### src/inc/tbpwm_regs.svh
// register offsets, field positions, reset values and timing counts of the pwm block
`ifndef TBPWM_REGS_SVH
`define TBPWM_REGS_SVH

`define TBPWM_OFF_PIR 8'h0c
`define TBPWM_OFF_CNT 8'h11
`define TBPWM_OFF_TCON 8'h12
`define TBPWM_OFF_DUTY 8'h15
`define TBPWM_OFF_SHADOW 8'h16
`define TBPWM_OFF_CCON 8'h17
`define TBPWM_OFF_PORTB_DIR 8'h86
`define TBPWM_OFF_PIE 8'h8c
`define TBPWM_OFF_PERIOD 8'h92
`define TBPWM_OFF_PORTB_DATA 8'h06

`define TBPWM_RST_PERIOD 8'hff
`define TBPWM_RST_CNT 8'h00
`define TBPWM_RST_TCON 7'h00
`define TBPWM_RST_CCON 6'h00
`define TBPWM_RST_DIR 8'hff
`define TBPWM_RST_ZERO 8'h00

`define TBPWM_PIN_BIT 3
`define TBPWM_RUN_BIT 2
`define TBPWM_PS_MSB 1
`define TBPWM_PS_LSB 0
`define TBPWM_DLO_MSB 5
`define TBPWM_DLO_LSB 4
`define TBPWM_MODE_MSB 3
`define TBPWM_MODE_LSB 0
`define TBPWM_PIR_TMR_BIT 1

`define TBPWM_QUARTER_CYCLES 4
`define TBPWM_PS_MAX 16

`endif

### src/inc/tbpwm_pkg.sv
// types of the timer based pwm block
package tbpwm_pkg;

    typedef enum logic [1:0] {
        TBPWM_PS_1 = 2'b00,
        TBPWM_PS_4 = 2'b01,
        TBPWM_PS_16A = 2'b10,
        TBPWM_PS_16B = 2'b11
    } tbpwm_ps_e;

    typedef struct packed {
        logic [7:0] adr;
        logic we;
        logic [3:0] sel;
        logic [31:0] dat;
    } tbpwm_req_s;

    typedef struct packed {
        logic [7:0] period_limit;
        logic run;
        tbpwm_ps_e prescale;
        logic pwm_mode;
    } tbpwm_cfg_s;

    typedef enum logic [2:0] {
        TBPWM_BUS_IDLE = 3'b001,
        TBPWM_BUS_ACK = 3'b010,
        TBPWM_BUS_HOLD = 3'b100
    } tbpwm_bus_e;

endpackage : tbpwm_pkg

### src/core/tbpwm_top.sv
// timer based pwm output: wishbone register file, port pin and modulator
// ----------------------------------------------------------------------
// Functional notes
// - period is (limit+1) times 4 clocks times prescale factor
// - count equal to limit clears the timer on next tick
// - pin goes high at restart unless duty is zero
// - duty copied into shadow byte and low latch at restart
// - duty is 10 bits: byte holds high eight, control 5:4 low two
// - high time is duty times one clock times prescale
// - duty writes accepted anytime, used from next period
// - shadow byte read-only in modulation mode
// - shadow byte plus 2-bit latch double-buffer the duty
// - pin cleared when buffered duty equals count with two fine bits
// - duty beyond period never clears pin
// - writing zero to control forces output latch low, port latch kept
// - prescaler divides by 1, 4 or 16
// - resolution is log2 of clock over output rate times prescale
// ----------------------------------------------------------------------
//
// Our own choice: the Wishbone register port.
`timescale 1ns/10ps
`include "tbpwm_regs.svh"
module tbpwm_top
    import tbpwm_pkg::*;
(
    input wire logic clk_i,
    input wire logic rst_i,
    input wire logic wb_cyc_i,
    input wire logic wb_stb_i,
    input wire logic wb_we_i,
    input wire logic [7:0] wb_adr_i,
    input wire logic [3:0] wb_sel_i,
    input wire logic [31:0] wb_dat_i,
    output logic [31:0] wb_dat_o,
    output logic wb_ack_o,
    input wire logic pin_i,
    output logic pin_o,
    output logic pin_oe_o
);
    // ------------------------------------------------------------------
    // registers
    // ------------------------------------------------------------------
    logic [7:0] period_q;
    logic [6:0] tcon_q;
    logic [7:0] duty_q;
    logic [5:0] ccon_q;
    logic [7:0] dir_q;
    logic [7:0] port_q;
    logic [7:0] pie_q;
    logic tmr_flag_q;
    logic ack_q;
    logic [31:0] rdat_q;
    logic pin_s1_q;
    logic pin_s2_q;

    tbpwm_req_s req;
    tbpwm_cfg_s cfg;
    logic wr;
    logic rd;
    logic wr_lane0;
    logic tick;
    logic [1:0] fine;
    logic [7:0] count;
    logic [7:0] shadow;
    logic match;
    logic pwm;

    assign req = '{adr: wb_adr_i, we: wb_we_i, sel: wb_sel_i, dat: wb_dat_i};
    assign wr = wb_cyc_i && wb_stb_i && req.we && !ack_q;
    assign rd = wb_cyc_i && wb_stb_i && !req.we && !ack_q;
    assign wr_lane0 = wr && req.sel[0];

    function automatic logic hit(input logic [7:0] adr, input logic [7:0] off);
        hit = (adr == off);
    endfunction : hit

    // mode field 11xx selects modulation
    function automatic logic is_pwm(input logic [3:0] mode);
        is_pwm = (mode[3:2] == 2'b11);
    endfunction : is_pwm

    assign cfg.period_limit = period_q;
    assign cfg.run = tcon_q[`TBPWM_RUN_BIT];
    assign cfg.prescale = tbpwm_ps_e'(tcon_q[`TBPWM_PS_MSB:`TBPWM_PS_LSB]);
    assign cfg.pwm_mode = is_pwm(ccon_q[`TBPWM_MODE_MSB:`TBPWM_MODE_LSB]);

    // ------------------------------------------------------------------
    // wishbone slave: one wait-state ack, unmapped reads zero
    // ------------------------------------------------------------------
    always_ff @(posedge clk_i) begin
        if (rst_i) begin
            ack_q <= 1'b0;
        end else begin
            ack_q <= wb_cyc_i && wb_stb_i && !ack_q;
        end
    end

    always_ff @(posedge clk_i) begin
        if (rst_i) begin
            rdat_q <= 32'h0000_0000;
        end else if (rd) begin
            rdat_q <= 32'h0000_0000;
            unique case (req.adr)
                `TBPWM_OFF_PIR: rdat_q[7:0] <= {6'h00, tmr_flag_q, 1'b0};
                `TBPWM_OFF_CNT: rdat_q[7:0] <= count;
                `TBPWM_OFF_TCON: rdat_q[7:0] <= {1'b0, tcon_q};
                `TBPWM_OFF_DUTY: rdat_q[7:0] <= duty_q;
                `TBPWM_OFF_SHADOW: rdat_q[7:0] <= shadow;
                `TBPWM_OFF_CCON: rdat_q[7:0] <= {2'b00, ccon_q};
                `TBPWM_OFF_PORTB_DIR: rdat_q[7:0] <= dir_q;
                `TBPWM_OFF_PIE: rdat_q[7:0] <= pie_q;
                `TBPWM_OFF_PERIOD: rdat_q[7:0] <= period_q;
                `TBPWM_OFF_PORTB_DATA: begin
                    rdat_q[7:0] <= {port_q[7:4], pin_s2_q, port_q[2:0]};
                end
                default: rdat_q <= 32'h0000_0000;
            endcase
        end
    end

    assign wb_ack_o = ack_q;
    assign wb_dat_o = rdat_q;

    // ------------------------------------------------------------------
    // software registers
    // ------------------------------------------------------------------
    always_ff @(posedge clk_i) begin
        if (rst_i) begin
            period_q <= `TBPWM_RST_PERIOD;
        end else if (wr_lane0 && hit(req.adr, `TBPWM_OFF_PERIOD)) begin
            period_q <= req.dat[7:0];
        end
    end

    always_ff @(posedge clk_i) begin
        if (rst_i) begin
            tcon_q <= `TBPWM_RST_TCON;
        end else if (wr_lane0 && hit(req.adr, `TBPWM_OFF_TCON)) begin
            tcon_q <= req.dat[6:0];
        end
    end

    // duty byte and low bits writable at any time
    always_ff @(posedge clk_i) begin
        if (rst_i) begin
            duty_q <= `TBPWM_RST_ZERO;
        end else if (wr_lane0 && hit(req.adr, `TBPWM_OFF_DUTY)) begin
            duty_q <= req.dat[7:0];
        end
    end

    always_ff @(posedge clk_i) begin
        if (rst_i) begin
            ccon_q <= `TBPWM_RST_CCON;
        end else if (wr_lane0 && hit(req.adr, `TBPWM_OFF_CCON)) begin
            ccon_q <= req.dat[5:0];
        end
    end

    always_ff @(posedge clk_i) begin
        if (rst_i) begin
            dir_q <= `TBPWM_RST_DIR;
        end else if (wr_lane0 && hit(req.adr, `TBPWM_OFF_PORTB_DIR)) begin
            dir_q <= req.dat[7:0];
        end
    end

    // general-purpose port data latch, untouched by control clears
    always_ff @(posedge clk_i) begin
        if (rst_i) begin
            port_q <= `TBPWM_RST_ZERO;
        end else if (wr_lane0 && hit(req.adr, `TBPWM_OFF_PORTB_DATA)) begin
            port_q <= req.dat[7:0];
        end
    end

    always_ff @(posedge clk_i) begin
        if (rst_i) begin
            pie_q <= `TBPWM_RST_ZERO;
        end else if (wr_lane0 && hit(req.adr, `TBPWM_OFF_PIE)) begin
            pie_q <= req.dat[7:0];
        end
    end

    // period-match flag: set wins over software clear
    always_ff @(posedge clk_i) begin
        if (rst_i) begin
            tmr_flag_q <= 1'b0;
        end else if (match) begin
            tmr_flag_q <= 1'b1;
        end else if (wr_lane0 && hit(req.adr, `TBPWM_OFF_PIR)) begin
            tmr_flag_q <= req.dat[`TBPWM_PIR_TMR_BIT];
        end
    end

    // ------------------------------------------------------------------
    // pin input synchroniser
    // ------------------------------------------------------------------
    always_ff @(posedge clk_i) begin
        if (rst_i) begin
            pin_s1_q <= 1'b0;
            pin_s2_q <= 1'b0;
        end else begin
            pin_s1_q <= pin_i;
            pin_s2_q <= pin_s1_q;
        end
    end

    // ------------------------------------------------------------------
    // time base and modulator
    // ------------------------------------------------------------------
    tbpwm_prescaler u_prescaler (
        .clk_i(clk_i),
        .rst_i(rst_i),
        .run_i(cfg.run),
        .clear_i(wr_lane0 && hit(req.adr, `TBPWM_OFF_CNT)),
        .prescale_i(cfg.prescale),
        .tick_o(tick),
        .fine_o(fine)
    );

    // shadow write address is ignored: readable only
    tbpwm_modulator u_modulator (
        .clk_i(clk_i),
        .rst_i(rst_i),
        .cfg_i(cfg),
        .tick_i(tick),
        .fine_i(fine),
        .duty_i({duty_q, ccon_q[`TBPWM_DLO_MSB:`TBPWM_DLO_LSB]}),
        .cnt_wr_i(wr_lane0 && hit(req.adr, `TBPWM_OFF_CNT)),
        .cnt_wdat_i(req.dat[7:0]),
        .force_low_i(wr_lane0 && hit(req.adr, `TBPWM_OFF_CCON) && req.dat[5:0] == 6'h00),
        .count_o(count),
        .shadow_o(shadow),
        .match_o(match),
        .pwm_o(pwm)
    );

    // pin drives when direction bit 3 is clear
    assign pin_oe_o = !dir_q[`TBPWM_PIN_BIT];
    assign pin_o = cfg.pwm_mode ? pwm : port_q[`TBPWM_PIN_BIT];
endmodule : tbpwm_top

### src/core/tbpwm_prescaler.sv
// tick divider: quarter-cycle phase and period-timer prescaler
`timescale 1ns/10ps
`include "tbpwm_regs.svh"
module tbpwm_prescaler
    import tbpwm_pkg::*;
(
    input wire logic clk_i,
    input wire logic rst_i,
    input wire logic run_i,
    input wire logic clear_i,
    input wire tbpwm_ps_e prescale_i,
    output logic tick_o,
    output logic [1:0] fine_o
);
    logic [5:0] div_q;
    logic [5:0] div_d;
    logic [5:0] last;

    // 4 clocks per tick times 1, 4 or 16
    always_comb begin
        unique case (prescale_i)
            TBPWM_PS_1: last = 6'h03;
            TBPWM_PS_4: last = 6'h0f;
            default: last = 6'h3f;
        endcase
    end

    always_comb begin
        if (clear_i || !run_i || div_q >= last) begin
            div_d = 6'h00;
        end else begin
            div_d = div_q + 6'h01;
        end
    end

    always_ff @(posedge clk_i) begin
        if (rst_i) begin
            div_q <= 6'h00;
        end else begin
            div_q <= div_d;
        end
    end

    assign tick_o = run_i && (div_q >= last);

    // sub-tick bits of the coming clock, so the registered pin falls on time
    always_comb begin
        unique case (prescale_i)
            TBPWM_PS_1: fine_o = div_d[1:0];
            TBPWM_PS_4: fine_o = div_d[3:2];
            default: fine_o = div_d[5:4];
        endcase
    end
endmodule : tbpwm_prescaler

### src/core/tbpwm_modulator.sv
// period timer, duty double buffer and output latch
`timescale 1ns/10ps
`include "tbpwm_regs.svh"
module tbpwm_modulator
    import tbpwm_pkg::*;
(
    input wire logic clk_i,
    input wire logic rst_i,
    input wire tbpwm_cfg_s cfg_i,
    input wire logic tick_i,
    input wire logic [1:0] fine_i,
    input wire logic [9:0] duty_i,
    input wire logic cnt_wr_i,
    input wire logic [7:0] cnt_wdat_i,
    input wire logic force_low_i,
    output logic [7:0] count_o,
    output logic [7:0] shadow_o,
    output logic match_o,
    output logic pwm_o
);
    logic [7:0] cnt_q;
    logic [1:0] latch_q;
    logic [7:0] shadow_q;
    logic out_q;
    logic restart;
    logic [7:0] cnt_next;

    assign restart = tick_i && (cnt_q == cfg_i.period_limit);
    // count of the coming clock: the compare looks one clock ahead
    assign cnt_next = tick_i ? cnt_q + 8'h01 : cnt_q;

    always_ff @(posedge clk_i) begin
        if (rst_i) begin
            cnt_q <= `TBPWM_RST_CNT;
        end else if (cnt_wr_i) begin
            cnt_q <= cnt_wdat_i;
        end else if (restart) begin
            cnt_q <= `TBPWM_RST_CNT;
        end else if (tick_i) begin
            cnt_q <= cnt_q + 8'h01;
        end
    end

    // shadow loads only at period restart
    always_ff @(posedge clk_i) begin
        if (rst_i) begin
            shadow_q <= `TBPWM_RST_ZERO;
            latch_q <= 2'b00;
        end else if (restart && cfg_i.pwm_mode) begin
            shadow_q <= duty_i[9:2];
            latch_q <= duty_i[1:0];
        end
    end

    always_ff @(posedge clk_i) begin
        if (rst_i || force_low_i) begin
            out_q <= 1'b0;
        end else if (!cfg_i.pwm_mode) begin
            out_q <= 1'b0;
        end else if (restart) begin
            out_q <= (duty_i != 10'h000);
        end else if (cfg_i.run && {shadow_q, latch_q} == {cnt_next, fine_i}) begin
            out_q <= 1'b0;
        end
    end

    assign count_o = cnt_q;
    assign shadow_o = shadow_q;
    assign match_o = restart;
    assign pwm_o = out_q;
endmodule : tbpwm_modulator

### config.mk
export PLATFORM = sky130hd
export DESIGN_NAME = tbpwm_top
export DESIGN_NICKNAME = d
export VERILOG_FILES = /design/src/inc/tbpwm_pkg.sv /design/src/core/tbpwm_top.sv /design/src/core/tbpwm_prescaler.sv /design/src/core/tbpwm_modulator.sv
export VERILOG_INCLUDE_DIRS = /design/src /design/src/inc
export SDC_FILE = /design/constraint.sdc
export NUM_CORES = 1
export LEC_CHECK = 0
export ABC_AREA = 1
export ABC_CLOCK_PERIOD_IN_PS = 5630
export BUFFER_PORTS_ARGS = -buffer_cell sky130_fd_sc_hd__buf_2
export CELL_PAD_IN_SITES_DETAIL_PLACEMENT = 1
export CELL_PAD_IN_SITES_GLOBAL_PLACEMENT = 1
export CORE_UTILIZATION = 44
export DETAILED_ROUTE_END_ITERATION = 7
export PLACE_DENSITY_LB_ADDON = 0.25
export SLEW_MARGIN = 25
export SYNTH_ARGS = -nofsm -noshare
export SYNTH_HDL_FRONTEND = slang
export SYNTH_SLANG_ARGS = --single-unit
### constraint.sdc
create_clock -name clk_i -period 5.63 [get_ports clk_i]
set_input_delay 0 -clock clk_i [delete_from_list [all_inputs] [get_ports clk_i]]
set_output_delay 0 -clock clk_i [all_outputs]
set_load 0.005 [all_outputs]
==> out/qor.yml <==
global_route:
  gr-total-overflow: 0
  grt_util_all_layers_pct: 28.0
  grt_pass1_vias: 4617
  grt_pass1_wl_um: 24500
  grt_max_degree: 56
  antenna_found_initial: 1
synthesis:
  seq_area_frac_synth_pct: 36.4
  syn_avg_cell_area_um2: 7.31
  ys_types: 43
  synth-edff-count: 0
  ys_ff_latch: 90
  async_flop_share_pct: 0
  synthesis.area_um2: 4960
  synthCells: 678
  synth_ff_type: "dfxtp_1"
  yosys_warnings: 0
placement:
  dp_cells: 828
  placed_area_um2: 5090
  dp_hpwl_um: 11600
  portBuffers: 33
  place.gp.congestion: 0.905
routing:
  drt-initial-drc-count: 292
  drt-total-wl_um: 15600
  num_vias: 4676
  drc: 0
  wl_per_cell_um: 18.3
  vias_per_cell: 5.48
  drtPass1Iterations: 5
  ant_nets: 0
pwr:
  peakVddDrop_mv: 0.134
  powerDensity_nw_per_um2: 217
  leakagePower_nw: 2.28
layout:
  diodes: 0
  fin_area_um2: 5390
  final_cell_mix: "nand2_1, dfxtp_1, inv_1"
  finalNetCount: 763
  drive_gt1_share_pct: 14.9
  utilization_pct: 49.5
  area_growth_pct: 8.81
  final_cells: 853
  final_common_cell: "nand2_1"
run_status:
  outcome: "complete, no violations"
timing:
  fin_tns_setup_ns: 0
  setup_viol: 0
  period_needed_ns: 3.05
  worst_slew_pin_slew_ns: 0.897
  fmax_mhz: 328
  final_max_slew_viol_count: 0
  hold_viol: 0
  relSlewSlack_pct: 39.8
  fin_skew_ns: 0.00898
  post-route-period-util_pct: 54.1
  rsz0062_at_grt: "false"
setup_path:
  cpMaxStageDelayCell: "dfxtp_1"
  required_ns: 5.86
  path_cells: "inv_1, ha_1, nand2_1, nor2_1, nand2_1, nor2_2, nor2_4, nor2_4, nand2_2, inv_2, nand3_1, o21ai_1, a21oi_1"
  worstPathArrival_ns: 3.28
  worstSetupEndpointType: "flop"
  crit_fanout: 20
  worst_setup_path_start_kind: "flop"
  cp_slowest_stage_delay_ns: 0.57
  path_class: "flop to flop"
cts:
  cts_max_path_buffers: 2
  cts_buffers: 9
  clock_latency_ns: 0.37
  ctsRootBufferMaster: "clkbuf_8"
  cts_num_sinks: 90
  cts_tree: "yes"
  h-tree-depth: 3
  cts_resized: 0
  clkTransAtPathRegs_ns: 0.09
die:
  die_w_um: 108
  die_h_um: 108
  ios: 85
  dieArea_um2: 11700
  start_util_pct: 45.5
  core_area_um2: 10900
  rows: 38
run:
  drv_cap: 0
worst_hold_path:
  worstHoldPathType: "input pin to flop"
flip-flops by register name, indices dropped and copies added (netlist names), 2 cells and up:
name	flops
u_modulator.count_o	8
wb_dat_o	8
port_q	8
u_prescaler.div_q	6
tcon_q	7
dir_q	8
pie_q	8
duty_q	8
u_modulator.latch_q	2
period_q	8
ccon_q	6
u_modulator.shadow_o	8
kinds of logic (layout without fill, tap and decap cells):
logic type	after synthesis	count (layout)	share of synthesized area, %
buffers and inverters	133	145	12.7
XOR/XNOR	16	16	2.83
other	1	24	0.0757
AO/OA/AOI/OAI	155	155	18.8
flip-flops	90	90	36.4
AND/OR/NAND/NOR	279	279	28.3
adder cells (fa/ha/maj)	4	4	1.01
through the flow:
stage          power, mW  hold slack, ns  worst slack (ns)
2_1_floorplan      0.702           0.107              3.58
3_3_place_gp       0.714           0.201              2.79
3_5_place_dp       0.716           0.232              2.66
4_1_cts             1.18          0.0117              2.58
5_1_grt             1.21          0.0220              2.32
6_report            1.17          0.0299              2.58
final cells by class:
class | instances | area, µm²
Fill cell | 1417 | 5500
Multi-Input combinational cell | 478 | 2610
Sequential cell | 90 | 1800
Timing Repair Buffer | 45 | 280
Clock inverter | 2 | 35.0
Inverter | 85 | 319
Tap cell | 140 | 175
Clock buffer | 13 | 169
worst paths after layout:
path | from | slack (ns) | to | cells after the start
max reg2reg | tcon_q[1]$_SDFFE_PP0P_ | 2.58 | u_modulator.latch_q[1]$_SDFFE_PP0P_ | 13
min | wb_dat_i[7] | 0.03 | duty_q[7]$_SDFFE_PP0P_ | 3
min reg2reg | pin_s1_q$_SDFF_PP0_ | 0.42 | pin_s2_q$_SDFF_PP0_ | 2
max | tcon_q[1]$_SDFFE_PP0P_ | 2.58 | u_modulator.latch_q[1]$_SDFFE_PP0P_ | 13
repair_timing:
| action | 4_1_cts | 5_1_grt |
|---|---|---|
| endpoints found under the hold margin | 17 | 0 |
| buffers inserted | 0 | 0 |
| endpoints found under the setup margin | 0 | 0 |
| hold buffers | 10 | 0 |
cell usage after synthesis (2+ instances only):
cell type / instances / area share (%)
nor2_1: 57 / 4.3
nand2_1: 118 / 8.9
nor2_4: 7 / 1.6
dfxtp_1: 90 / 36
nand2_4: 4 / 0.91
buf_2: 7 / 0.71
clkbuf_1: 10 / 0.76
nor2_2: 8 / 1.0
o21ai_0: 29 / 2.9
o41ai_1: 4 / 0.71
xnor2_1: 10 / 1.8
nor4_1: 4 / 0.50
clkinv_1: 2 / 0.15
nor2_8: 2 / 0.81
nor3_4: 4 / 1.3
a21oi_1: 53 / 5.4
o211ai_1: 20 / 3.0
a211oi_1: 8 / 1.2
inv_1: 66 / 5.0
nand4_1: 12 / 1.5
buf_4: 30 / 4.5
o2111a_1: 6 / 1.4
o22ai_1: 2 / 0.25
nor3_1: 4 / 0.40
ha_1: 4 / 1.0
nand2_2: 9 / 1.1
o21ai_1: 26 / 2.6
inv_2: 17 / 1.3
xor2_1: 6 / 1.1
nand3_1: 46 / 4.6
power breakdown:
| part | internal (mW) | switching, mW |
|---|---|---|
| Combinational | 0.0182 | 0.0523 |
| Sequential | 0.637 | 0.000699 |
| Clock | 0.239 | 0.225 |
| Total | 0.894 | 0.278 |
metal layers:
| metal | global-route usage (%) | part of all wire (%) | up-vias |
|---|---|---|---|
| li1 | - | - | 2272 |
| met1 | 35.7 | 44 | 2241 |
| met2 | 45.7 | 47 | 124 |
| met3 | 6.27 | 5.0 | 39 |
| met4 | 11.4 | 3.6 | 0 |
| met5 | 0 | 0 | - |
worst max-delay path: cells and delay by family (launching register included):
| kind | cells | cell delay [ns] |
|---|---|---|
| fa+ha+maj | 1 | 0.33 |
| buf+inv | 2 | 0.24 |
| simple gates | 8 | 1.33 |
| flops | 1 | 0.57 |
| compound gates | 2 | 0.44 |
Power figures use the tool's default switching activity.
